File: config.mk
export PLATFORM = sky130hd
export DESIGN_NAME = ldr_ctrl
export DESIGN_NICKNAME = d
export VERILOG_FILES = /design/src/hdl/ldr_pkg.sv /design/src/hdl/ldr_ctrl.sv
export SDC_FILE = /design/constraint.sdc
export NUM_CORES = 1
export LEC_CHECK = 0
export BUFFER_PORTS_ARGS = -buffer_cell sky130_fd_sc_hd__buf_2
export CAP_MARGIN = 20
export CELL_PAD_IN_SITES_DETAIL_PLACEMENT = 2
export CELL_PAD_IN_SITES_GLOBAL_PLACEMENT = 2
export CORE_MARGIN = 2
export CORE_UTILIZATION = 35
export DETAILED_ROUTE_END_ITERATION = 7
export GPL_TIMING_DRIVEN = 0
export MAX_ROUTING_LAYER = met4
export PLACE_DENSITY_LB_ADDON = 0.2
export SLEW_MARGIN = 20
export SYNTH_ARGS = -nofsm -noshare
export SYNTH_HDL_FRONTEND = slang
export SYNTH_SLANG_ARGS = --single-unit
File: constraint.sdc
create_clock -name clock_i -period 72.8 [get_ports clock_i]
set_input_delay 14.56 -clock clock_i [delete_from_list [all_inputs] [get_ports clock_i]]
set_output_delay 14.56 -clock clock_i [all_outputs]
set_load 0.05 [all_outputs]
File: src/hdl/ldr_pkg.sv
// Package for the LED duty ramp and off-delay controller.
// Assumes a 100 MHz clock and a classic Wishbone register port.
package ldr_pkg;
  // ----------------------------------------
  // Register offsets (byte addresses)
  // ----------------------------------------
  localparam logic [7:0] PULSE_ONE_OFS = 8'h90;
  localparam logic [7:0] PULSE_TWO_OFS = 8'h91;
  localparam logic [7:0] BREATHE_OFS = 8'h92;
  localparam logic [7:0] DIRECT_OFS = 8'h93;
  localparam logic [7:0] RAMP_OFS = 8'h94;
  localparam logic [7:0] OFFDLY_OFS = 8'h95;
  localparam logic [7:0] CTRL_OFS = 8'h98;
  localparam logic [7:0] STATUS_OFS = 8'h99;
  localparam logic [7:0] BREATHE_PER_OFS = 8'h9a;
  // ----------------------------------------
  // Reset values and fields
  // ----------------------------------------
  localparam logic [7:0] LIMITS_RST = 8'hf0;
  localparam logic [7:0] RAMP_RST = 8'h00;
  localparam logic [7:0] OFFDLY_RST = 8'h00;
  localparam logic [7:0] CTRL_RST = 8'h00;
  localparam logic [7:0] BREATHE_PER_RST = 8'h5d;
  localparam int UPPER_LSB = 4;
  localparam int RISE_LSB = 3;
  localparam int FALL_LSB = 0;
  // ----------------------------------------
  // Timing
  // ----------------------------------------
  localparam int CLK_MHZ = 100;
  localparam int TICK_MS = 1;
  localparam int TICK_CYCLES = TICK_MS * 1000 * CLK_MHZ;
  localparam int PERIOD_UNIT_MS = 32;
  localparam logic [6:0] PWM_TOP = 7'h63;
  typedef enum logic [2:0] {
    ST_IDLE = 3'b000, ST_RISE = 3'b001, ST_HOLD = 3'b011,
    ST_DELAY = 3'b010, ST_FALL = 3'b110
  } ldr_state_t;
  typedef enum logic [1:0] {
    MD_PULSE1 = 2'h0, MD_PULSE2 = 2'h1, MD_BREATHE = 2'h2, MD_DIRECT = 2'h3
  } ldr_mode_t;
endpackage

File: src/hdl/ldr_ctrl.sv
// LED duty ramp controller: limits, ramp times, off delay and PWM output.
// Assumes a synchronous Wishbone master and a single 100 MHz clock.
//
// Local design decision: the Wishbone interface to the registers.
`timescale 1ns/1ps
module ldr_ctrl #(
  parameter int TICK_DIV = ldr_pkg::TICK_CYCLES
) (
  // Clock and reset
  input wire logic clock_i,
  input wire logic rst_i,
  // Wishbone slave
  input wire logic cyc_i,
  input wire logic stb_i,
  input wire logic we_i,
  input wire logic [7:0] adr_i,
  input wire logic [3:0] sel_i,
  input wire logic [31:0] dat_i,
  output logic [31:0] dat_o,
  output logic ack_o,
  // LED side
  input wire logic activate_i,
  output logic led_o
);
  // ----------------------------------------
  // Helper functions
  // ----------------------------------------
  function automatic logic [6:0] upper_pct(input logic [3:0] c);
    logic [6:0] t [16];
    t = '{7'd7, 7'd9, 7'd11, 7'd14, 7'd17, 7'd20, 7'd23, 7'd26,
          7'd30, 7'd35, 7'd40, 7'd46, 7'd53, 7'd63, 7'd77, 7'd100};
    return t[c];
  endfunction
  function automatic logic [6:0] lower_pct(input logic [3:0] c);
    return (c == 4'h0) ? 7'd0 : upper_pct(c - 4'h1);
  endfunction
  function automatic logic [12:0] ramp_ms(input logic [2:0] c);
    return (c == 3'h7) ? 13'd2000 : 13'(c) * 13'd250;
  endfunction
  function automatic logic [12:0] delay_ms(input logic [2:0] c);
    return (c <= 3'h4) ? 13'(c) * 13'd500 : 13'(c - 3'h2) * 13'd1000;
  endfunction
  // ----------------------------------------
  // Register file
  // ----------------------------------------
  logic [7:0] lim_q [4];
  logic [7:0] lim_d [4];
  logic [7:0] ramp_q, ramp_d, offdly_q, offdly_d, ctrl_q, ctrl_d, per_q, per_d;
  logic [31:0] dat_d;
  logic ack_d, wr;
  ldr_pkg::ldr_state_t st_q, st_d;
  logic [6:0] duty_q, duty_d;
  assign wr = cyc_i && stb_i && we_i && !ack_o && sel_i[0];
  always_comb begin
    lim_d = lim_q;
    ramp_d = ramp_q;
    offdly_d = offdly_q;
    ctrl_d = ctrl_q;
    per_d = per_q;
    ack_d = cyc_i && stb_i && !ack_o;
    dat_d = 32'h0;
    if (wr) begin
      unique case (adr_i)
        ldr_pkg::PULSE_ONE_OFS: lim_d[0] = dat_i[7:0];
        ldr_pkg::PULSE_TWO_OFS: lim_d[1] = dat_i[7:0];
        ldr_pkg::BREATHE_OFS: lim_d[2] = dat_i[7:0];
        ldr_pkg::DIRECT_OFS: lim_d[3] = dat_i[7:0];
        ldr_pkg::RAMP_OFS: ramp_d = {2'h0, dat_i[5:0]};
        ldr_pkg::OFFDLY_OFS: offdly_d = {5'h0, dat_i[2:0]};
        ldr_pkg::CTRL_OFS: ctrl_d = {6'h0, dat_i[1:0]};
        ldr_pkg::BREATHE_PER_OFS: per_d = {1'b0, dat_i[6:0]};
        default: ;
      endcase
    end
    if (cyc_i && stb_i && !we_i) begin
      unique case (adr_i)
        ldr_pkg::PULSE_ONE_OFS: dat_d = {24'h0, lim_q[0]};
        ldr_pkg::PULSE_TWO_OFS: dat_d = {24'h0, lim_q[1]};
        ldr_pkg::BREATHE_OFS: dat_d = {24'h0, lim_q[2]};
        ldr_pkg::DIRECT_OFS: dat_d = {24'h0, lim_q[3]};
        ldr_pkg::RAMP_OFS: dat_d = {24'h0, ramp_q};
        ldr_pkg::OFFDLY_OFS: dat_d = {24'h0, offdly_q};
        ldr_pkg::CTRL_OFS: dat_d = {24'h0, ctrl_q};
        ldr_pkg::STATUS_OFS: dat_d = {22'h0, st_q, duty_q};
        ldr_pkg::BREATHE_PER_OFS: dat_d = {24'h0, per_q};
        default: dat_d = 32'h0;
      endcase
    end
  end
  always_ff @(posedge clock_i) begin
    if (rst_i) begin
      lim_q <= '{default: ldr_pkg::LIMITS_RST};
      ramp_q <= ldr_pkg::RAMP_RST;
      offdly_q <= ldr_pkg::OFFDLY_RST;
      ctrl_q <= ldr_pkg::CTRL_RST;
      per_q <= ldr_pkg::BREATHE_PER_RST;
      ack_o <= 1'b0;
      dat_o <= 32'h0;
    end else begin
      lim_q <= lim_d;
      ramp_q <= ramp_d;
      offdly_q <= offdly_d;
      ctrl_q <= ctrl_d;
      per_q <= per_d;
      ack_o <= ack_d;
      dat_o <= dat_d;
    end
  end
  // ----------------------------------------
  // Millisecond tick and PWM counter
  // ----------------------------------------
  // The tick divider keeps every slower rate a one-cycle enable.
  logic [31:0] div_q, div_d;
  logic tick;
  logic [6:0] pwm_q, pwm_d;
  assign tick = (div_q == 32'(TICK_DIV - 1));
  always_comb begin
    div_d = tick ? 32'h0 : div_q + 32'h1;
    pwm_d = (pwm_q == ldr_pkg::PWM_TOP) ? 7'h0 : pwm_q + 7'h1;
  end
  // ----------------------------------------
  // Ramp sequencer
  // ----------------------------------------
  logic [7:0] snap_q, snap_d;
  logic act_q, act_d;
  logic [15:0] tmr_q, tmr_d;
  logic [6:0] hi, lo, span;
  logic [15:0] step_ms;
  logic [1:0] mode;
  logic direct;
  assign mode = ctrl_q[1:0];
  assign direct = (mode == 2'(ldr_pkg::MD_DIRECT));
  always_comb begin
    // Direct limits live; others use the activation snapshot.
    hi = upper_pct(direct ? lim_q[3][7:4] : snap_q[7:4]);
    lo = lower_pct(direct ? lim_q[3][3:0] : snap_q[3:0]);
    span = (hi > lo) ? hi - lo : 7'h1;
    // Breathe: half the period per ramp, zero counts as one unit.
    step_ms = 16'(((per_q[6:0] == 7'h0) ? 8'd1 : {1'b0, per_q[6:0]}) * 16'(ldr_pkg::PERIOD_UNIT_MS)
              / 16'(2 * span));
  end
  always_comb begin
    st_d = st_q;
    duty_d = duty_q;
    tmr_d = tmr_q;
    snap_d = snap_q;
    act_d = activate_i;
    if (activate_i && !act_q) begin
      snap_d = lim_q[mode];
    end
    unique case (st_q)
      ldr_pkg::ST_IDLE: begin
        duty_d = lo;
        if (activate_i) begin
          st_d = ldr_pkg::ST_RISE;
          tmr_d = 16'h0;
        end
      end
      ldr_pkg::ST_RISE: begin
        // Rise at the pace of the rise time in direct mode, else over half the breathe period.
        if (duty_q >= hi) begin
          duty_d = hi;
          st_d = direct ? ldr_pkg::ST_HOLD : ldr_pkg::ST_FALL;
        end else if (direct && ramp_q[5:3] == 3'h0) begin
          duty_d = hi;
        end else if (tick) begin
          tmr_d = tmr_q + 16'h1;
          if (tmr_q + 16'h1 >= (direct ? 16'(ramp_ms(ramp_q[5:3])) / 16'(span) : step_ms)) begin
            tmr_d = 16'h0;
            duty_d = duty_q + 7'h1;
          end
        end
      end
      ldr_pkg::ST_HOLD: begin
        duty_d = hi;
        if (!activate_i) begin
          st_d = ldr_pkg::ST_DELAY;
          tmr_d = 16'h0;
        end
      end
      ldr_pkg::ST_DELAY: begin
        duty_d = hi;
        if (activate_i) begin
          st_d = ldr_pkg::ST_HOLD;
        end else if (tmr_q >= 16'(delay_ms(offdly_q[2:0]))) begin
          st_d = ldr_pkg::ST_FALL;
          tmr_d = 16'h0;
        end else if (tick) begin
          tmr_d = tmr_q + 16'h1;
        end
      end
      ldr_pkg::ST_FALL: begin
        // Fall at the pace of the fall time in direct mode, else over half the breathe period.
        if (duty_q <= lo) begin
          duty_d = lo;
          st_d = (activate_i && !direct) ? ldr_pkg::ST_RISE : ldr_pkg::ST_IDLE;
        end else if (direct && ramp_q[2:0] == 3'h0) begin
          duty_d = lo;
        end else if (tick) begin
          tmr_d = tmr_q + 16'h1;
          if (tmr_q + 16'h1 >= (direct ? 16'(ramp_ms(ramp_q[2:0])) / 16'(span) : step_ms)) begin
            tmr_d = 16'h0;
            duty_d = duty_q - 7'h1;
          end
        end
      end
      default: st_d = ldr_pkg::ST_IDLE;
    endcase
  end
  always_ff @(posedge clock_i) begin
    if (rst_i) begin
      div_q <= 32'h0;
      pwm_q <= 7'h0;
      st_q <= ldr_pkg::ST_IDLE;
      duty_q <= 7'h0;
      tmr_q <= 16'h0;
      snap_q <= ldr_pkg::LIMITS_RST;
      act_q <= 1'b0;
      led_o <= 1'b0;
    end else begin
      div_q <= div_d;
      pwm_q <= pwm_d;
      st_q <= st_d;
      duty_q <= duty_d;
      tmr_q <= tmr_d;
      snap_q <= snap_d;
      act_q <= act_d;
      // On while the counter is below the duty.
      led_o <= (pwm_q < duty_q);
    end
  end
  // ----------------------------------------
  // Checks
  // ----------------------------------------
  ack_one_a: assert property (@(posedge clock_i) disable iff (rst_i)
    ack_o |=> !ack_o) else $error("ack held two cycles");
  led_off_a: assert property (@(posedge clock_i) disable iff (rst_i)
    duty_q == 7'h0 |=> !led_o) else $error("led on at zero duty");
  idle_low_a: assert property (@(posedge clock_i) disable iff (rst_i)
    st_q == ldr_pkg::ST_IDLE |=> duty_q == $past(lo)) else $error("idle duty not lower");
  hold_hi_a: assert property (@(posedge clock_i) disable iff (rst_i)
    st_q == ldr_pkg::ST_HOLD && activate_i |=> duty_q == $past(hi))
    else $error("hold duty not upper");
  release_dly_a: assert property (@(posedge clock_i) disable iff (rst_i)
    st_q == ldr_pkg::ST_HOLD && !activate_i |=> st_q == ldr_pkg::ST_DELAY)
    else $error("release did not start delay");
  rise_fast_a: assert property (@(posedge clock_i) disable iff (rst_i)
    st_q == ldr_pkg::ST_RISE && direct && ramp_q[5:3] == 3'h0 |=> ##[0:2] duty_q == hi)
    else $error("zero rise not immediate");
  fall_fast_a: assert property (@(posedge clock_i) disable iff (rst_i)
    st_q == ldr_pkg::ST_FALL && direct && ramp_q[2:0] == 3'h0 |=> ##[0:2] duty_q == lo)
    else $error("zero fall not immediate");
  zero_dly_a: assert property (@(posedge clock_i) disable iff (rst_i)
    st_q == ldr_pkg::ST_DELAY && offdly_q[2:0] == 3'h0 && !activate_i
    |=> st_q == ldr_pkg::ST_FALL) else $error("zero delay not immediate");
  duty_max_a: assert property (@(posedge clock_i) disable iff (rst_i)
    duty_q <= 7'd100) else $error("duty above full");
  rise_c: cover property (@(posedge clock_i) st_q == ldr_pkg::ST_RISE);
  delay_c: cover property (@(posedge clock_i) st_q == ldr_pkg::ST_DELAY);
  fall_c: cover property (@(posedge clock_i) st_q == ldr_pkg::ST_FALL);
endmodule

==> results.ini, run 1 <==
[status]
status = finished, final reports clean

[floorplan]
dieArea_sq_um = 76300
placementRows = 99
initial_utilization_pct = 35.4
ioPinCount = 84
die_h_um = 276
core_sq_um = 73200
die_w_um = 276

[logic_synthesis]
synth_xor_area_share_pct = 5.50
synth_top_family_by_area = compound AO/OA/AOI/OAI gates
ys_seq_elements = 136
synth-compound-area-share_pct = 27.5
synthesis.area_sq_um = 25900
syn_area_per_cell_sq_um = 7.36
ys_types = 125
yosys_warnings = 0
ys.flop_type = dfxtp_1
yosys.area_share.adder_pct = 20.8
synth-edff-count = 0
synth-seq-area-share_pct = 10.5
ys_top_cells_by_area = ha_1 (19%), dfxtp_1 (10%), nor2_1 (5.1%)
yosys.area_share.simple_pct = 26.6
async_reset_ff_share_pct = 0
yosys.area.top_type = ha_1
synthCells = 3524
synth_top_area_share_pct = 19.2
synthMuxAreaShare_pct = 4.89

[placed_design]
gp_routability_congestion = 0.884
portBuffers = 29
hpwl_um = 85200
dp_worst_setup_slack_ns = 26.74
dp_cells = 4554

[critical_path]
startpoint_type = flop
crit_path_max_incr_delay_ns = 0.84
slowest_stage = mux2i_1
critPathKind = flop to flop
endpoint_kind = flop
critPathArrivalTime_ns = 46.82
crit_fanout = 18
cp_num_buf_inv = 17
timing.critical_path.mode_cell = o21a_1
cp.required_ns = 73.16
critPathTopFamily = compound AO/OA/AOI/OAI gates

[detailed_routing]
wl_per_cell_um = 22.8
met2_length_um = 53600
drt-total-wl_um = 105000
dr.pass1.iters = 5
wl_met1_um = 46400
ant_nets = 0
post-route-drc-count = 0
top_layer_used = met4
viasPerCell = 6.06
wl_met3_um = 2280
vias = 27800
drt_first_iter_violations = 1180

[grt]
track_usage_pct = 27.6
overflow = 0
first_global_vias = 30800
antenna_found_initial = 1
grt_pass1_wl_um = 168000
grt_max_degree = 44

[sta]
fin_crit_sh_pct = 63.8
setup_viol = 0
setup_ws_ns = 26.34
drv_slew = 0
rsz0062_at_grt = false
clock.fmax_mhz = 21.5
hold_violations = 0
tightestPinTransition_ns = 1.10
tns_ns = 0
clock_skew_ns = 0.0232
fin_crit_ns = 46.46
max-slew-margin-rel_pct = 26.3

[cts]
cts_tree = done
clk_pin_slew_ns = 0.07
clockBufferDepth = 2
cts_setup_buffers = 0
root_buffer = clkbuf_16
clkLatencyLatePin_ns = 0.44
numCtsBuffers = 17
ctsResizeCount = 0
cts.sinks = 136
cts-hold-fix-buffers = 0
cts-htree-levels = 4

[job]
maxCapViolations = 0

[finish]
final_cells = 4586
layout-drive-gt1-share_pct = 7.72
fin_nets = 4081
num_antenna_cells = 0
syn_to_final_growth_pct = 9.11

[hold_path]
hold_path.class = flop to flop

synthesized netlist by cell type (12+ instances only):
library cell and n:
ha_1 399, nor2_1 355, nand2_1 325, a21oi_1 256, o21ai_0 188, nor3_1 160, dfxtp_1 136, o21a_1 133
nand3_1 120, inv_1 113, xnor2_1 92, clkbuf_1 80, a21o_1 79, xor2_1 69, nand2b_1 68, nor2b_1 61
mux2i_1 54, o31ai_1 48, mux2_2 44, and2_1 39, or3_1 39, and3_1 37, or2_2 35, o211ai_1 34
a31oi_1 33, a211oi_1 30, nand4_1 30, buf_4 28, nand3b_1 27, a211o_1 26, nor4_1 26, o22ai_1 21
fa_1 18, a22oi_1 15, nor3b_1 15, buf_2 13, o21ai_1 12, o21bai_1 12, or4_1 12
per-layer routing:
layer	track usage (%)	vias to the layer above
met5	-	-
met4	6.54	0
met3	1.52	139
met2	50.6	397
met1	32.8	14000
li1	-	13200
logic make-up after synthesis:
logic type | Yosys count
mux | 110
other cells | 1
flops | 136
xor+xnor | 162
buf+inv | 245
simple gates | 1394
fa+ha+maj | 422
compound gates | 1054
metrics by stage:
stage	hold slack (ns)	area [sq um]	util (%)
floorplan	0.422	26100	-
global placement	0.440	27400	37.4
detailed placement	0.456	27700	37.8
CTS	0.468	28300	38.6
global route	0.485	28300	38.7
finish	0.464	28300	38.7
registers in the layout, summed over array words and instances (netlist names):
signal	flops
duty_q	7
offdly_q	3
ctrl_q	2
snap_q	8
led_o	1
act_q	1
dat_o	10
lim_q	32
per_q	7
div_q	32
tmr_q	16
st_q	3
ramp_q	6
pwm_q	7
ack_o	1
final timing paths:
path / from / to / slack [ns] / depth (start not counted)
worst max-delay path: ctrl_q[1] / tmr_q[0] / 26.34 / 194
worst min-delay path: pwm_q[0] / pwm_q[0] / 0.46 / 1
worst min register to register: pwm_q[0] / pwm_q[0] / 0.46 / 1
worst max register to register: ctrl_q[1] / tmr_q[0] / 26.34 / 194
cell usage in the layout, fill, tap and decap left out, drive strengths merged, types with 21 or more instances in the layout:
cell    netlist  final
mux2i        54     54
nand2       327    327
or2          38     38
and2         40     40
a31oi        34     34
o31ai        50     50
nand3b       27     27
conb          1     34
mux2         48     48
clkbuf       80     98
xor2         70     70
xnor2        92     92
nand4        30     30
nand3       121    121
o22ai        21     21
a21oi       259    259
dfxtp       136    136
inv         114    120
or3          39     39
buf          51     89
nand2b       68     68
o211ai       36     36
a21o         79     79
nor3        162    162
o21a        133    133
a211oi       34     34
ha          399    399
a211o        27     27
nor2b        61     61
nor4         30     30
nor2        355    355
o21ai       202    202
and3         37     37
worst register-to-register path: cells and delay by family, from the launching register on:
family                   cells  cell delay (ns)
AO/OA/AOI/OAI              105            23.63
AND/OR/NAND/NOR             51            10.67
adder cells (fa/ha/maj)     18             5.99
buffers and inverters       17             4.47
multiplexers                 2             1.06
flip-flops                   1             0.32
XOR/XNOR                     1             0.25
area by class of cell:
| type | count | area, sq um |
|---|---|---|
| buffer | 131 | 639 |
| clock buffer | 18 | 429 |
| clock inverter | 14 | 185 |
| fill | 8663 | 44900 |
| inverter | 114 | 428 |
| multi-input combinational | 3176 | 22300 |
| sequential | 136 | 2720 |
| tap | 959 | 1200 |
| timing repair buffer | 38 | 362 |
Power of run 1 is left out: the tool's default activity adds up to more than one toggle a clock period on the data nets, which glitch-free logic cannot reach.
==> inputs of run 2 (changes only) <==
==> constraint.sdc (replaced) <==
create_clock -name clock_i -period 41.1 [get_ports clock_i]
set_input_delay 8.22 -clock clock_i [delete_from_list [all_inputs] [get_ports clock_i]]
set_output_delay 8.22 -clock clock_i [all_outputs]
set_load 0.05 [all_outputs]
==> run 2 against run 1 <==
Sequential cell count stayed put. Worst hold slack hardly changed. First-iteration DRC count shrank 2.0%. Register-to-register slack worse by 24 ns. Utilization grew 1.3 points. Die area stayed put. Highest routed layer unchanged.
==> results.ini, run 2 (synthesized netlist as in run 1, its figures left out) <==
[status]
status = finished, final reports clean

[critical_path]
critPathKind = flop to flop
critPathTopFamily = compound AO/OA/AOI/OAI gates
timing.critical_path.mode_cell = o21a_1
critPathArrivalTime_ns = 39.28  ; -7.54 ns
endpoint_kind = flop
crit_fanout = 18  ; unchanged
cp_num_buf_inv = 18  ; +1
cp.required_ns = 41.46  ; -31.70 ns
startpoint_type = flop
critical_path_depth = 191  ; -1.5%
crit_path_max_incr_delay_ns = 0.59  ; -0.25 ns
slowest_stage = or4_1
reg2reg_depth = 191  ; -1.5%

[finish]
layout-drive-gt1-share_pct = 11.5  ; +3.8 points
stdcell_area_sq_um = 29300  ; +3.4%
final_cell_mix = ha_1 (395), nor2_1 (344), nand2_1 (316)
syn_to_final_growth_pct = 12.9
final_cells = 4617  ; +0.68%
regArea_sq_um = 2720  ; unchanged
n_fill_cell = 8558  ; -1.2%
fin_nets = 4112  ; +0.76%
layout_commonest_cell = ha_1
reg.largest.list = div_q x32, lim_q x32, tmr_q x16
num_antenna_cells = 0  ; unchanged
multi_input_area_sq_um = 22900  ; +2.7%

[detailed_routing]
wl_met3_um = 2550  ; +12%
wl_met1_um = 47000  ; +1.2%
top_layer_used = met4
ant_nets = 0  ; unchanged
met2_length_um = 55000  ; +2.5%
drt_first_iter_violations = 1156  ; -2.0%
wl_per_cell_um = 23.2  ; +1.7%
viasPerCell = 6.06  ; +0.11%
post-route-drc-count = 0  ; unchanged
drt-total-wl_um = 107000  ; +2.4%
dr.pass1.iters = 7  ; +2
vias = 28000  ; +0.78%

[job]
maxCapViolations = 0  ; unchanged

[sta]
hold_violations = 0  ; unchanged
fin_crit_ns = 38.92  ; -7.54 ns
fin_crit_sh_pct = 94.7  ; +31 points
setup_viol = 0  ; unchanged
clock.fmax_mhz = 25.7  ; +19%
tns_ns = 0  ; unchanged
setup_ws_ns = 2.18  ; -24.16 ns
drv_slew = 0  ; unchanged
clock_skew_ns = 0.0205  ; -0.00269 ns
tightestPinTransition_ns = 1.15  ; +0.0571 ns
max-slew-margin-rel_pct = 22.6  ; -3.7 points

[cts]
cts_tree = done
clockBufferDepth = 2  ; unchanged
clkLatencyLatePin_ns = 0.44  ; about the same
cts.sinks = 136  ; unchanged
root_buffer = clkbuf_16
clk_pin_slew_ns = 0.07  ; about the same
cts-hold-fix-buffers = 0  ; unchanged
cts-htree-levels = 4  ; unchanged
numCtsBuffers = 17  ; unchanged

[grt]
antenna_found_initial = 0  ; -1
track_usage_pct = 27.8  ; +0.25 points
overflow = 0  ; unchanged
first_global_vias = 31000  ; +0.72%
grt_max_degree = 44  ; unchanged
grt_pass1_wl_um = 170000  ; +0.89%

[hold_path]
min_path_cells = 1  ; unchanged
hold_path.class = flop to flop

[placed_design]
dp_cells = 4554  ; unchanged
placed_area_sq_um = 27700  ; unchanged
portBuffers = 29  ; unchanged
hpwl_um = 85200  ; unchanged
dp_worst_setup_slack_ns = -4.96  ; -31.70 ns
gp_routability_congestion = 0.884  ; unchanged

[floorplan]
initial_utilization_pct = 35.4  ; unchanged
ioPinCount = 84  ; unchanged
placementRows = 99  ; unchanged
die_w_um = 276  ; unchanged
dieArea_sq_um = 76300  ; unchanged
core_sq_um = 73200  ; unchanged
die_h_um = 276  ; unchanged

run 2: cell count changes in the layout (fill, tap and decap cells not counted), sizes merged:
cell	previous run	this run
buf	89	126
clkbuf	98	92
clkinvlp	3	4
inv	120	119
run 2: repair_timing:
item / 4_1_cts / 5_1_grt
setup endpoints to repair: 23 / 23
pin swaps: 9 / 19
setup buffers: 11 / 24
endpoints found under the hold margin: 0 / 0
resized for setup: 71 / 119
run 2: area by class of cell:
cell class | instances | share of cell area (%)
sequential | 136 | 9.30
clock buffer | 18 | 1.47
clock inverter | 14 | 0.633
multi-input combinational | 3176 | 78.4
inverter | 114 | 1.49
buffer | 127 | 2.38
timing repair buffer | 73 | 2.26
tap | 959 | 4.10
run 2: worst reg2reg max path: cells and delay by family (launching register included):
kind / cells / cell delay (ns)
adder cells (fa/ha/maj): 17 / 5.19
multiplexers: 1 / 0.28
AND/OR/NAND/NOR: 55 / 9.89
buffers and inverters: 18 / 3.67
AO/OA/AOI/OAI: 100 / 19.38
flip-flops: 1 / 0.40
run 2: final timing paths:
path	start	endpoint	slack, ns
max reg2reg	ctrl_q[1]	tmr_q[1]	2.18
min reg2reg	pwm_q[0]	pwm_q[0]	0.46
min	pwm_q[0]	pwm_q[0]	0.46
max	ctrl_q[1]	tmr_q[1]	2.18
run 2: metrics by stage:
stage          utilization, %  hold slack (ns)
2_1_floorplan               -            0.422
3_3_place_gp             37.4            0.440
3_5_place_dp             37.8            0.456
4_1_cts                  39.1            0.470
5_1_grt                  40.0            0.503
6_report                 40.0            0.464
run 2: per-layer routing:
layer	vias to the layer above	track usage (%)
met1	14100	33.0
met3	147	1.54
met5	-	-
met2	442	51.0
li1	13300	-
met4	0	7.08
Power of run 2 is left out for the same reason.
